File: src/rtl/timer_pkg.sv
// Constants, register map and field layout of the gated 16-bit timer
package timer_pkg;

  // ----------------------------------------------------------------------
  // Bus and register map (index; byte address is four times the index)
  // ----------------------------------------------------------------------
  localparam int        ADR_W        = 10;
  localparam int        DAT_W        = 32;
  localparam logic [7:0] IDX_INTCTL  = 8'h0B;
  localparam logic [7:0] IDX_FLAG    = 8'h0C;
  localparam logic [7:0] IDX_CNT_LO  = 8'h0E;
  localparam logic [7:0] IDX_CNT_HI  = 8'h0F;
  localparam logic [7:0] IDX_CTRL    = 8'h10;
  localparam logic [7:0] IDX_MISC    = 8'h20;
  localparam logic [7:0] IDX_ENABLE  = 8'h8C;

  // ----------------------------------------------------------------------
  // Field positions and reset values
  // ----------------------------------------------------------------------
  localparam int        BIT_ON       = 0;
  localparam int        BIT_CS       = 1;
  localparam int        BIT_SYNC     = 2;
  localparam int        BIT_OSC      = 3;
  localparam int        BIT_PS_LO    = 4;
  localparam int        BIT_PS_HI    = 5;
  localparam int        BIT_GE       = 6;
  localparam int        BIT_PERIPHERAL_IRQ_ENABLE     = 6;
  localparam int        BIT_GIE      = 7;
  localparam int        BIT_FLAG     = 0;
  localparam int        BIT_INTERNAL_OSCILLATOR   = 0;
  localparam int        BIT_SLEEP    = 1;
  localparam int        BIT_CKI_ANA  = 2;
  localparam int        BIT_GATE_ANA = 3;
  localparam logic [6:0] CTRL_RST    = 7'h00;
  localparam logic [3:0] MISC_RST    = 4'h0;
  localparam logic [15:0] MAX_COUNT  = 16'hFFFF;

  // ----------------------------------------------------------------------
  // Timing: internal count clock is the oscillator divided by four
  // ----------------------------------------------------------------------
  localparam int        FOSC_MHZ     = 250;
  localparam int        INSTR_DIV    = 4;
  localparam logic [1:0] INSTR_LAST  = 2'(INSTR_DIV - 1);

  // Synchronised pin vector positions
  localparam int        PIN_CKI      = 0;
  localparam int        PIN_OSC      = 1;
  localparam int        PIN_GATE     = 2;
  localparam int        PIN_NUM      = 3;

  // Prescale code to counter mask: 00 /1, 01 /2, 10 /4, 11 /8
  function automatic logic [2:0] div_mask(input logic [1:0] sel);
    div_mask = 3'((4'h1 << sel) - 4'h1);
  endfunction

  // Byte address to register index
  function automatic logic [7:0] reg_idx(input logic [ADR_W-1:0] adr);
    reg_idx = adr[9:2];
  endfunction

endpackage
File: src/rtl/gated_16bit_timer.sv
// Gated 16-bit timer/counter with Wishbone register access
//
// Summary of operation
// - Count to FFFFh, wrap to zero, set flag
// - Source select: Fosc/4 or external clock pin
// - Timer per instruction cycle; counter per rise
// - First rise counts only after a fall
// - Gate enable: count only while gate low
// - Prescale codes divide by 1, 2, 4, 8
// - Prescaler hidden; count byte writes clear it
// - LP oscillator used only with internal oscillator
// - Sync bit: synchronise or bypass external clock
// - Timer-on bit stops and holds count
// - Unsynchronised counting runs and wakes in sleep
// - Analog-configured pins read as zero
// - Low and high count bytes at 0Eh/0Fh
// - Oscillator enabled: pins forced input, read zero
module gated_16bit_timer
  import timer_pkg::*;
(
  input  wire logic             clk_i,
  input  wire logic             rst_i,
  input  wire logic             cyc_i,
  input  wire logic             stb_i,
  input  wire logic             we_i,
  input  wire logic [ADR_W-1:0] adr_i,
  input  wire logic [3:0]       sel_i,
  input  wire logic [DAT_W-1:0] dat_i,
  output logic      [DAT_W-1:0] dat_o,
  output logic                  ack_o,
  input  wire logic             ext_count_clock_pin_i,
  input  wire logic             lp_osc_clk_i,
  input  wire logic             gate_pin_n_i,
  output logic                  lp_osc_run_o,
  output logic                  osc_pins_input_o,
  output logic                  overflow_flag_o,
  output logic                  irq_o,
  output logic                  wake_o
);

  // ----------------------------------------------------------------------
  // State
  // ----------------------------------------------------------------------
  typedef struct packed {
    logic [15:0]      cnt;
    logic [6:0]       ctrl;
    logic [3:0]       misc;
    logic             flag;
    logic             ie;
    logic             peripheral_irq_enable;
    logic             global_irq_enable;
    logic [1:0]       phase;
    logic             ext_prev;
    logic             armed;
    logic             pend;
    logic             ack;
    logic [DAT_W-1:0] rdat;
  } timer_state_type;

  timer_state_type st_r;
  timer_state_type st_nxt;

  logic [PIN_NUM-1:0] pin_lvl;
  logic [7:0]         idx;
  logic               hit;
  logic               wr;
  logic               cnt_wr;
  logic               osc_eff;
  logic               ext_lvl;
  logic               gate_lvl_n;
  logic               itick;
  logic               rise;
  logic               fall;
  logic               src_ext;
  logic               bypass;
  logic               run;
  logic               raw_tick;
  logic               inc;
  logic               wrap;
  logic [7:0]         rd_byte;

  // ----------------------------------------------------------------------
  // Pin synchronisers and prescaler
  // ----------------------------------------------------------------------
  pin_sync #(
    .W (PIN_NUM)
  ) u_sync (
    .clk_i (clk_i),
    .rst_i (rst_i),
    .pin_i ({gate_pin_n_i, lp_osc_clk_i, ext_count_clock_pin_i}),
    .lvl_o (pin_lvl)
  );

  prescaler u_presc (
    .clk_i  (clk_i),
    .rst_i  (rst_i),
    .tick_i (raw_tick && run),
    .clr_i  (cnt_wr),
    .sel_i  (st_r.ctrl[BIT_PS_HI:BIT_PS_LO]),
    .out_o  (inc)
  );

  // ----------------------------------------------------------------------
  // Bus decode
  // ----------------------------------------------------------------------
  assign idx    = reg_idx(adr_i);
  assign hit    = cyc_i && stb_i && !st_r.ack;
  assign wr     = hit && we_i && sel_i[0];
  assign cnt_wr = wr && (idx == IDX_CNT_LO || idx == IDX_CNT_HI);

  // Clock source selection and pin conditioning
  assign osc_eff    = st_r.ctrl[BIT_OSC] && st_r.misc[BIT_INTERNAL_OSCILLATOR];
  assign ext_lvl    = osc_eff ? pin_lvl[PIN_OSC] :
                      (st_r.misc[BIT_CKI_ANA] ? 1'b0 : pin_lvl[PIN_CKI]);
  assign gate_lvl_n = st_r.misc[BIT_GATE_ANA] ? 1'b0 : pin_lvl[PIN_GATE];
  assign src_ext    = st_r.ctrl[BIT_CS];
  assign bypass     = st_r.ctrl[BIT_SYNC];

  // Instruction-cycle tick; system clock halts in sleep
  assign itick = (st_r.phase == INSTR_LAST) && !st_r.misc[BIT_SLEEP];

  // Edge detection on the conditioned external clock
  assign rise = ext_lvl && !st_r.ext_prev;
  assign fall = !ext_lvl && st_r.ext_prev;

  // Count clock: internal, synchronised or bypassed external
  always_comb begin
    if (!src_ext) begin
      raw_tick = itick;
    end else if (bypass) begin
      raw_tick = rise && st_r.armed;
    end else begin
      raw_tick = st_r.pend && itick;
    end
  end

  // Timer on, optionally gated by the active-low gate pin
  assign run  = st_r.ctrl[BIT_ON] &&
                (!st_r.ctrl[BIT_GE] || !gate_lvl_n);
  assign wrap = inc && (st_r.cnt == MAX_COUNT);

  // Read data mux
  always_comb begin
    case (idx)
      IDX_CNT_LO: rd_byte = st_r.cnt[7:0];
      IDX_CNT_HI: rd_byte = st_r.cnt[15:8];
      IDX_CTRL:   rd_byte = {1'b0, st_r.ctrl};
      IDX_FLAG:   rd_byte = {7'h00, st_r.flag};
      IDX_ENABLE: rd_byte = {7'h00, st_r.ie};
      IDX_INTCTL: rd_byte = {st_r.global_irq_enable, st_r.peripheral_irq_enable, 6'h00};
      IDX_MISC:   rd_byte = {4'h0, st_r.misc};
      default:    rd_byte = 8'h00;
    endcase
  end

  // ----------------------------------------------------------------------
  // Next-state logic
  // ----------------------------------------------------------------------
  always_comb begin
    st_nxt          = st_r;
    st_nxt.ack      = hit;
    st_nxt.ext_prev = ext_lvl;
    // Instruction phase counter
    if (!st_r.misc[BIT_SLEEP]) begin
      st_nxt.phase = st_r.phase + 2'h1;
    end
    // Arm on a falling edge; disarm outside counter mode
    if (!src_ext || !st_r.ctrl[BIT_ON]) begin
      st_nxt.armed = 1'b0;
    end else if (fall) begin
      st_nxt.armed = 1'b1;
    end
    // Rising edge waits for the next instruction cycle
    st_nxt.pend = (rise && st_r.armed) || (st_r.pend && !itick);
    // Read data for the answer
    if (hit && !we_i) begin
      st_nxt.rdat = {24'h00_0000, rd_byte};
    end else begin
      st_nxt.rdat = '0;
    end
    // Counter advance; a byte write takes precedence
    if (inc) begin
      st_nxt.cnt = st_r.cnt + 16'h0001;
    end
    if (wr) begin
      case (idx)
        IDX_CNT_LO: st_nxt.cnt[7:0]  = dat_i[7:0];
        IDX_CNT_HI: st_nxt.cnt[15:8] = dat_i[7:0];
        IDX_CTRL:   st_nxt.ctrl      = dat_i[6:0];
        IDX_ENABLE: st_nxt.ie        = dat_i[BIT_FLAG];
        IDX_MISC:   st_nxt.misc      = dat_i[3:0];
        IDX_FLAG:   st_nxt.flag      = dat_i[BIT_FLAG];
        IDX_INTCTL: begin
          st_nxt.global_irq_enable  = dat_i[BIT_GIE];
          st_nxt.peripheral_irq_enable = dat_i[BIT_PERIPHERAL_IRQ_ENABLE];
        end
        default: begin
        end
      endcase
    end
    // Overflow sets the flag and wins over a clear
    if (wrap) begin
      st_nxt.flag = 1'b1;
    end
  end

  // State register
  always_ff @(posedge clk_i) begin
    if (rst_i) begin
      st_r      <= '0;
      st_r.ctrl <= CTRL_RST;
      st_r.misc <= MISC_RST;
    end else begin
      st_r <= st_nxt;
    end
  end

  // ----------------------------------------------------------------------
  // Outputs
  // ----------------------------------------------------------------------
  assign dat_o            = st_r.rdat;
  assign ack_o            = st_r.ack;
  assign lp_osc_run_o     = osc_eff;
  assign osc_pins_input_o = osc_eff;
  assign overflow_flag_o  = st_r.flag;
  // Wake needs flag, enable and peripheral enable; interrupt also global
  assign wake_o = st_r.flag && st_r.ie && st_r.peripheral_irq_enable;
  assign irq_o  = wake_o && st_r.global_irq_enable;
endmodule // gated_16bit_timer

File: src/rtl/pin_sync.sv
// Three-stage input synchroniser with agreement filter
module pin_sync
  import timer_pkg::*;
#(
  parameter int W = 1
) (
  input  wire logic         clk_i,
  input  wire logic         rst_i,
  input  wire logic [W-1:0] pin_i,
  output logic      [W-1:0] lvl_o
);

  typedef struct packed {
    logic [W-1:0] s1;
    logic [W-1:0] s2;
    logic [W-1:0] s3;
    logic [W-1:0] q;
  } sync_state_type;

  sync_state_type st_r;
  sync_state_type st_nxt;

  // Shift chain; output moves only when stages two and three agree
  always_comb begin
    st_nxt    = st_r;
    st_nxt.s1 = pin_i;
    st_nxt.s2 = st_r.s1;
    st_nxt.s3 = st_r.s2;
    for (int i = 0; i < W; i++) begin
      if (st_r.s2[i] == st_r.s3[i]) begin
        st_nxt.q[i] = st_r.s3[i];
      end
    end
  end

  // State register
  always_ff @(posedge clk_i) begin
    if (rst_i) begin
      st_r <= '0;
    end else begin
      st_r <= st_nxt;
    end
  end

  assign lvl_o = st_r.q;

endmodule // pin_sync

File: src/rtl/prescaler.sv
// Count clock prescaler, divide by 1, 2, 4 or 8
module prescaler
  import timer_pkg::*;
(
  input  wire logic       clk_i,
  input  wire logic       rst_i,
  input  wire logic       tick_i,
  input  wire logic       clr_i,
  input  wire logic [1:0] sel_i,
  output logic            out_o
);

  typedef struct packed {
    logic [2:0] cnt;
  } presc_state_type;

  presc_state_type st_r;
  presc_state_type st_nxt;
  logic [2:0]      mask;

  // Divide; a clear suppresses the tick in the same cycle
  always_comb begin
    st_nxt = st_r;
    mask   = div_mask(sel_i);
    out_o  = tick_i && !clr_i && ((st_r.cnt & mask) == mask);
    if (clr_i) begin
      st_nxt.cnt = '0;
    end else if (tick_i) begin
      st_nxt.cnt = st_r.cnt + 3'h1;
    end
  end

  // State register
  always_ff @(posedge clk_i) begin
    if (rst_i) begin
      st_r <= '0;
    end else begin
      st_r <= st_nxt;
    end
  end

endmodule // prescaler

File: config.mk
export PLATFORM = sky130hd
export DESIGN_NAME = gated_16bit_timer
export DESIGN_NICKNAME = d
export VERILOG_FILES = /design/src/rtl/timer_pkg.sv /design/src/rtl/gated_16bit_timer.sv /design/src/rtl/pin_sync.sv /design/src/rtl/prescaler.sv
export SDC_FILE = /design/constraint.sdc
export NUM_CORES = 1
export LEC_CHECK = 0
export BUFFER_PORTS_ARGS = -buffer_cell sky130_fd_sc_hd__buf_2
export CORE_MARGIN = 2
export CORE_UTILIZATION = 50
export DETAILED_ROUTE_END_ITERATION = 8
export GPL_TIMING_DRIVEN = 0
export PLACE_DENSITY = 0.87
export SLEW_MARGIN = 20
export SYNTH_ARGS = -nofsm -noshare
export SYNTH_HDL_FRONTEND = slang
export SYNTH_HIERARCHICAL = 1
export SYNTH_SLANG_ARGS = --single-unit
File: constraint.sdc
create_clock -name clk_i -period 5.7 [get_ports clk_i]
set_clock_uncertainty 0.2 [all_clocks]
set_input_delay 0 -clock clk_i [delete_from_list [all_inputs] [get_ports clk_i]]
set_output_delay 0 -clock clk_i [all_outputs]
set_load 0.01 [all_outputs]
==> impl_metrics.prom <==
# TYPE chip_impl_metric gauge
chip_impl_metric{name="synth_warnings",unit=""} 6
chip_impl_info{name="synth.most_common_cell",value="dfxtp_1"} 1
chip_impl_metric{name="setup_tns",unit="ns"} 0
chip_impl_metric{name="synth_cell_types",unit=""} 53
chip_impl_metric{name="maxSlewViolCount",unit=""} 0
chip_impl_metric{name="count_of_endpoints_failing_hold_in_the_final_timing_report",unit=""} 0
chip_impl_info{name="synthFlopType",value="dfxtp_1"} 1
chip_impl_metric{name="grt_max_degree",unit=""} 12
chip_impl_metric{name="effective_utilization_at_floorplan",unit="%"} 50.9
chip_impl_metric{name="number_of_post_cts_setup_repair_buffers",unit=""} 0
chip_impl_metric{name="die_outline_area",unit="sq um"} 7050
chip_impl_metric{name="timing.critical_path.arrival",unit="ns"} 3.65
chip_impl_info{name="min-delay-path-class",value="in2reg"} 1
chip_impl_info{name="ys_top_cells_by_count",value="60 x dfxtp_1, 36 x buf_4, 27 x a21oi_1"} 1
chip_impl_metric{name="detail_route.iter0.violations",unit=""} 382
chip_impl_info{name="synth_top_cell_by_area",value="dfxtp_1"} 1
chip_impl_info{name="timing.setup.critical_path_class",value="in2reg"} 1
chip_impl_metric{name="post_synth_inst_count",unit=""} 362
chip_impl_metric{name="layout-drive-gt1-share",unit="%"} 26.2
chip_impl_metric{name="antenna_found_initial",unit=""} 0
chip_impl_metric{name="max-clock-path-buffers",unit=""} 2
chip_impl_metric{name="first_global_vias",unit=""} 2852
chip_impl_metric{name="antennaDiodeCount",unit=""} 0
chip_impl_metric{name="grt_remaining_overflow",unit=""} 0
chip_impl_metric{name="vdd.ir_drop.worst",unit="mV"} 0.209
chip_impl_metric{name="drcViolationCount",unit=""} 0
chip_impl_info{name="clock_tree.root_cell",value="clkbuf_8"} 1
chip_impl_metric{name="postSynthRegisterBits",unit=""} 60
chip_impl_metric{name="detail_route.wirelength",unit="um"} 8090
chip_impl_metric{name="final_setup_violation_count",unit=""} 0
chip_impl_metric{name="io_pins",unit=""} 92
chip_impl_metric{name="via_count",unit=""} 3083
chip_impl_metric{name="synth_top_area_share",unit="%"} 37.6
chip_impl_metric{name="cts_buf_count",unit=""} 9
chip_impl_metric{name="source_to_sink_clock_delay_at_the_later_pin_of_the_worst_skew_pair",unit="ns"} 0.34
chip_impl_info{name="start_kind",value="input port"} 1
chip_impl_info{name="rsz0062_at_grt",value="false"} 1
chip_impl_metric{name="post_cts_resize_count",unit=""} 0
chip_impl_metric{name="cts.sink_count",unit=""} 60
chip_impl_info{name="cp-end-kind",value="flip-flop"} 1
chip_impl_metric{name="synthToLayoutAreaGrowth",unit="%"} 25.2
chip_impl_info{name="tritoncts",value="yes"} 1
chip_impl_metric{name="worst-path-max-fanout",unit=""} 9
chip_impl_metric{name="std_cell_rows",unit=""} 29
chip_impl_metric{name="maxCapViolCount",unit=""} 0
chip_impl_metric{name="dpl.hpwl",unit="um"} 5700
chip_impl_metric{name="clk_transition_reported_paths",unit="ns"} 0.06
chip_impl_metric{name="fillerInstances",unit=""} 527
chip_impl_metric{name="timing.fmax",unit="MHz"} 280
chip_impl_metric{name="worst-endpoint-required",unit="ns"} 5.77
chip_impl_metric{name="powerDensity",unit="nW/um^2"} 209
chip_impl_metric{name="synth_area_per_cell",unit="sq um"} 8.83
chip_impl_metric{name="grt_first_pass_wirelength",unit="um"} 13300
chip_impl_metric{name="wl_per_cell",unit="um"} 14.9
chip_impl_metric{name="total_leakage_power",unit="nW"} 1.55
chip_impl_metric{name="design.core.area",unit="sq um"} 6280
chip_impl_metric{name="drt-vias-per-instance",unit=""} 5.68
chip_impl_metric{name="die_w",unit="um"} 84.0
chip_impl_metric{name="hold_ws",unit="ns"} 0.0374
chip_impl_metric{name="share_of_synthesized_registers_carrying_an_async_set_or_reset",unit="%"} 0
chip_impl_metric{name="groute.usage.overall",unit="%"} 23.4
chip_impl_info{name="status",value="finished clean"} 1
chip_impl_metric{name="finish.cell_count_without_fillers",unit=""} 543
chip_impl_metric{name="cell_area_after_technology_mapping",unit="sq um"} 3200
chip_impl_metric{name="storage_element_area",unit="sq um"} 1200
chip_impl_metric{name="post-route-period-util",unit="%"} 62.7
chip_impl_info{name="yosys-top-cells-area",value="dfxtp_1 38%, buf_4 8.5%, a21oi_1 4.2%, nand3_1 3.4%, xnor2_1 3.0%"} 1
chip_impl_metric{name="timing.final.crit_period",unit="ns"} 3.57
chip_impl_metric{name="multi_input_comb_area",unit="sq um"} 1740
chip_impl_metric{name="1st_pass_router_iterations",unit=""} 5
chip_impl_metric{name="design.final.nets",unit=""} 518
chip_impl_metric{name="place.port_buffers",unit=""} 38
chip_impl_metric{name="yosysSeqAreaShare",unit="%"} 37.6
chip_impl_metric{name="post-place-cells",unit=""} 500
chip_impl_metric{name="cts-htree-levels",unit=""} 3
chip_impl_metric{name="routability_congestion_estimate_from_global_placement",unit=""} 0.948
chip_impl_metric{name="max-slew-margin-rel",unit="%"} 45.4
chip_impl_metric{name="max_slew.worst_pin.slew",unit="ns"} 0.811
chip_impl_metric{name="synth-edff-count",unit=""} 0
chip_impl_metric{name="drtAntennaViolNets",unit=""} 0
chip_impl_metric{name="floorplan.die.height",unit="um"} 84.0
## registers in the layout (all words and copies together) (netlist names)
register and flops:
overflow_flag_o 1, dat_o 8, u_sync/st_r 3, src_ext 1, ack_o 1, bypass 1
u_sync/st_nxt 6, st_r 33, u_presc/st_r 3, u_sync/lvl_o 3
## area by class of cell
type / count / share of cell area, %
tap: 77 / 2.41
buffer: 50 / 8.31
timing repair buffer: 65 / 11.5
multi-input combinational: 271 / 43.3
clock buffer: 14 / 3.81
sequential: 60 / 30.0
clock inverter: 2 / 0.250
inverter: 4 / 0.375
## critical path: stages
cell and delay (ns):
dlygate4sd3_1 0.52, buf_2 0.21, and4bb_2 0.31, nand4_1 0.28, or2_2 0.17, buf_2 0.20, nand2_1 0.16, nor2b_1 0.14
o21ai_1 0.07, a21oi_1 0.12, clkbuf_1 0.26, nand3_1 0.22, or4_4 0.48, or3_1 0.34, a31oi_1 0.16
## logic make-up after synthesis
kind of cell	count (synthesis)	synth area share, %
buffers and inverters	54	10.9
AO/OA/AOI/OAI	86	18.1
multiplexers	9	3.01
flip-flops	60	37.6
XOR/XNOR	17	4.66
other	1	0.117
adder cells (fa/ha/maj)	3	1.17
AND/OR/NAND/NOR	132	24.5
## metrics by stage
| step | total power [mW] | setup WS (ns) | area [sq um] | util [%] |
|---|---|---|---|---|
| 2_1_floorplan | 0.480 | 2.65 | 3280 | - |
| 3_3_place_gp | 0.502 | 2.27 | 3570 | 56.9 |
| 3_5_place_dp | 0.504 | 2.26 | 3570 | 56.9 |
| 4_1_cts | 0.838 | 2.20 | 4000 | 63.8 |
| 5_1_grt | 0.869 | 1.86 | 4000 | 63.8 |
| 6_report | 0.836 | 2.13 | 4000 | 63.8 |
## placed cells by master, fill, tap and decap left out, types with 5 or more instances in the layout
| master | count |
|---|---|
| a211oi_1 | 8 |
| a21oi_1 | 27 |
| a22oi_1 | 5 |
| buf_2 | 40 |
| buf_4 | 36 |
| clkbuf_1 | 15 |
| clkbuf_8 | 10 |
| conb_1 | 24 |
| dfxtp_1 | 60 |
| dlygate4sd3_1 | 27 |
| mux2_2 | 5 |
| nand2_1 | 19 |
| nand3_1 | 22 |
| nand4_1 | 8 |
| nor2_1 | 16 |
| nor2b_1 | 7 |
| nor2b_2 | 6 |
| nor3_1 | 18 |
| o21ai_0 | 15 |
| o31ai_1 | 7 |
| xnor2_1 | 11 |
| xor2_1 | 6 |
## worst paths after layout
| check | from | endpoint | slack [ns] | cells past startpoint |
|---|---|---|---|---|
| worst max-delay path | adr_i[6] | overflow_flag_o$_SDFFE_PP0P_ | 2.13 | 15 |
| worst min register to register | u_sync/st_nxt[8]$_SDFF_PP0_ | u_sync/st_nxt[5]$_SDFF_PP0_ | 0.25 | 1 |
| worst max register to register | ack_o$_SDFF_PP0_ | overflow_flag_o$_SDFFE_PP0P_ | 2.19 | 14 |
| worst min-delay path | sel_i[0] | st_r[44]$_SDFFE_PP0P_ | 0.04 | 5 |
## layer usage
layer  part of all wire (%)  wire [um]  vias to the layer above  track usage [%]
li1                       -          -                     1458                -
met4                    3.5        286                        0             9.53
met3                    8.4        677                       33             7.72
met1                     39       3180                     1402             26.7
met2                     49       3940                      190             40.3
met5                      0          0                        -                0
## where the power goes
part	internal (mW)	switching, mW	leakage (nW)	total, mW
clock network	0.169	0.157	0.0844	0.326
logic	0.0396	0.0448	0.976	0.0843
registers	0.424	0.00200	0.485	0.426
## what timing repair did
item,in CTS,in global routing
hold buffers,27,0
setup endpoints to repair,0,0
hold endpoints to repair,55,0
Note: power is estimated with default switching activity, not from simulation.
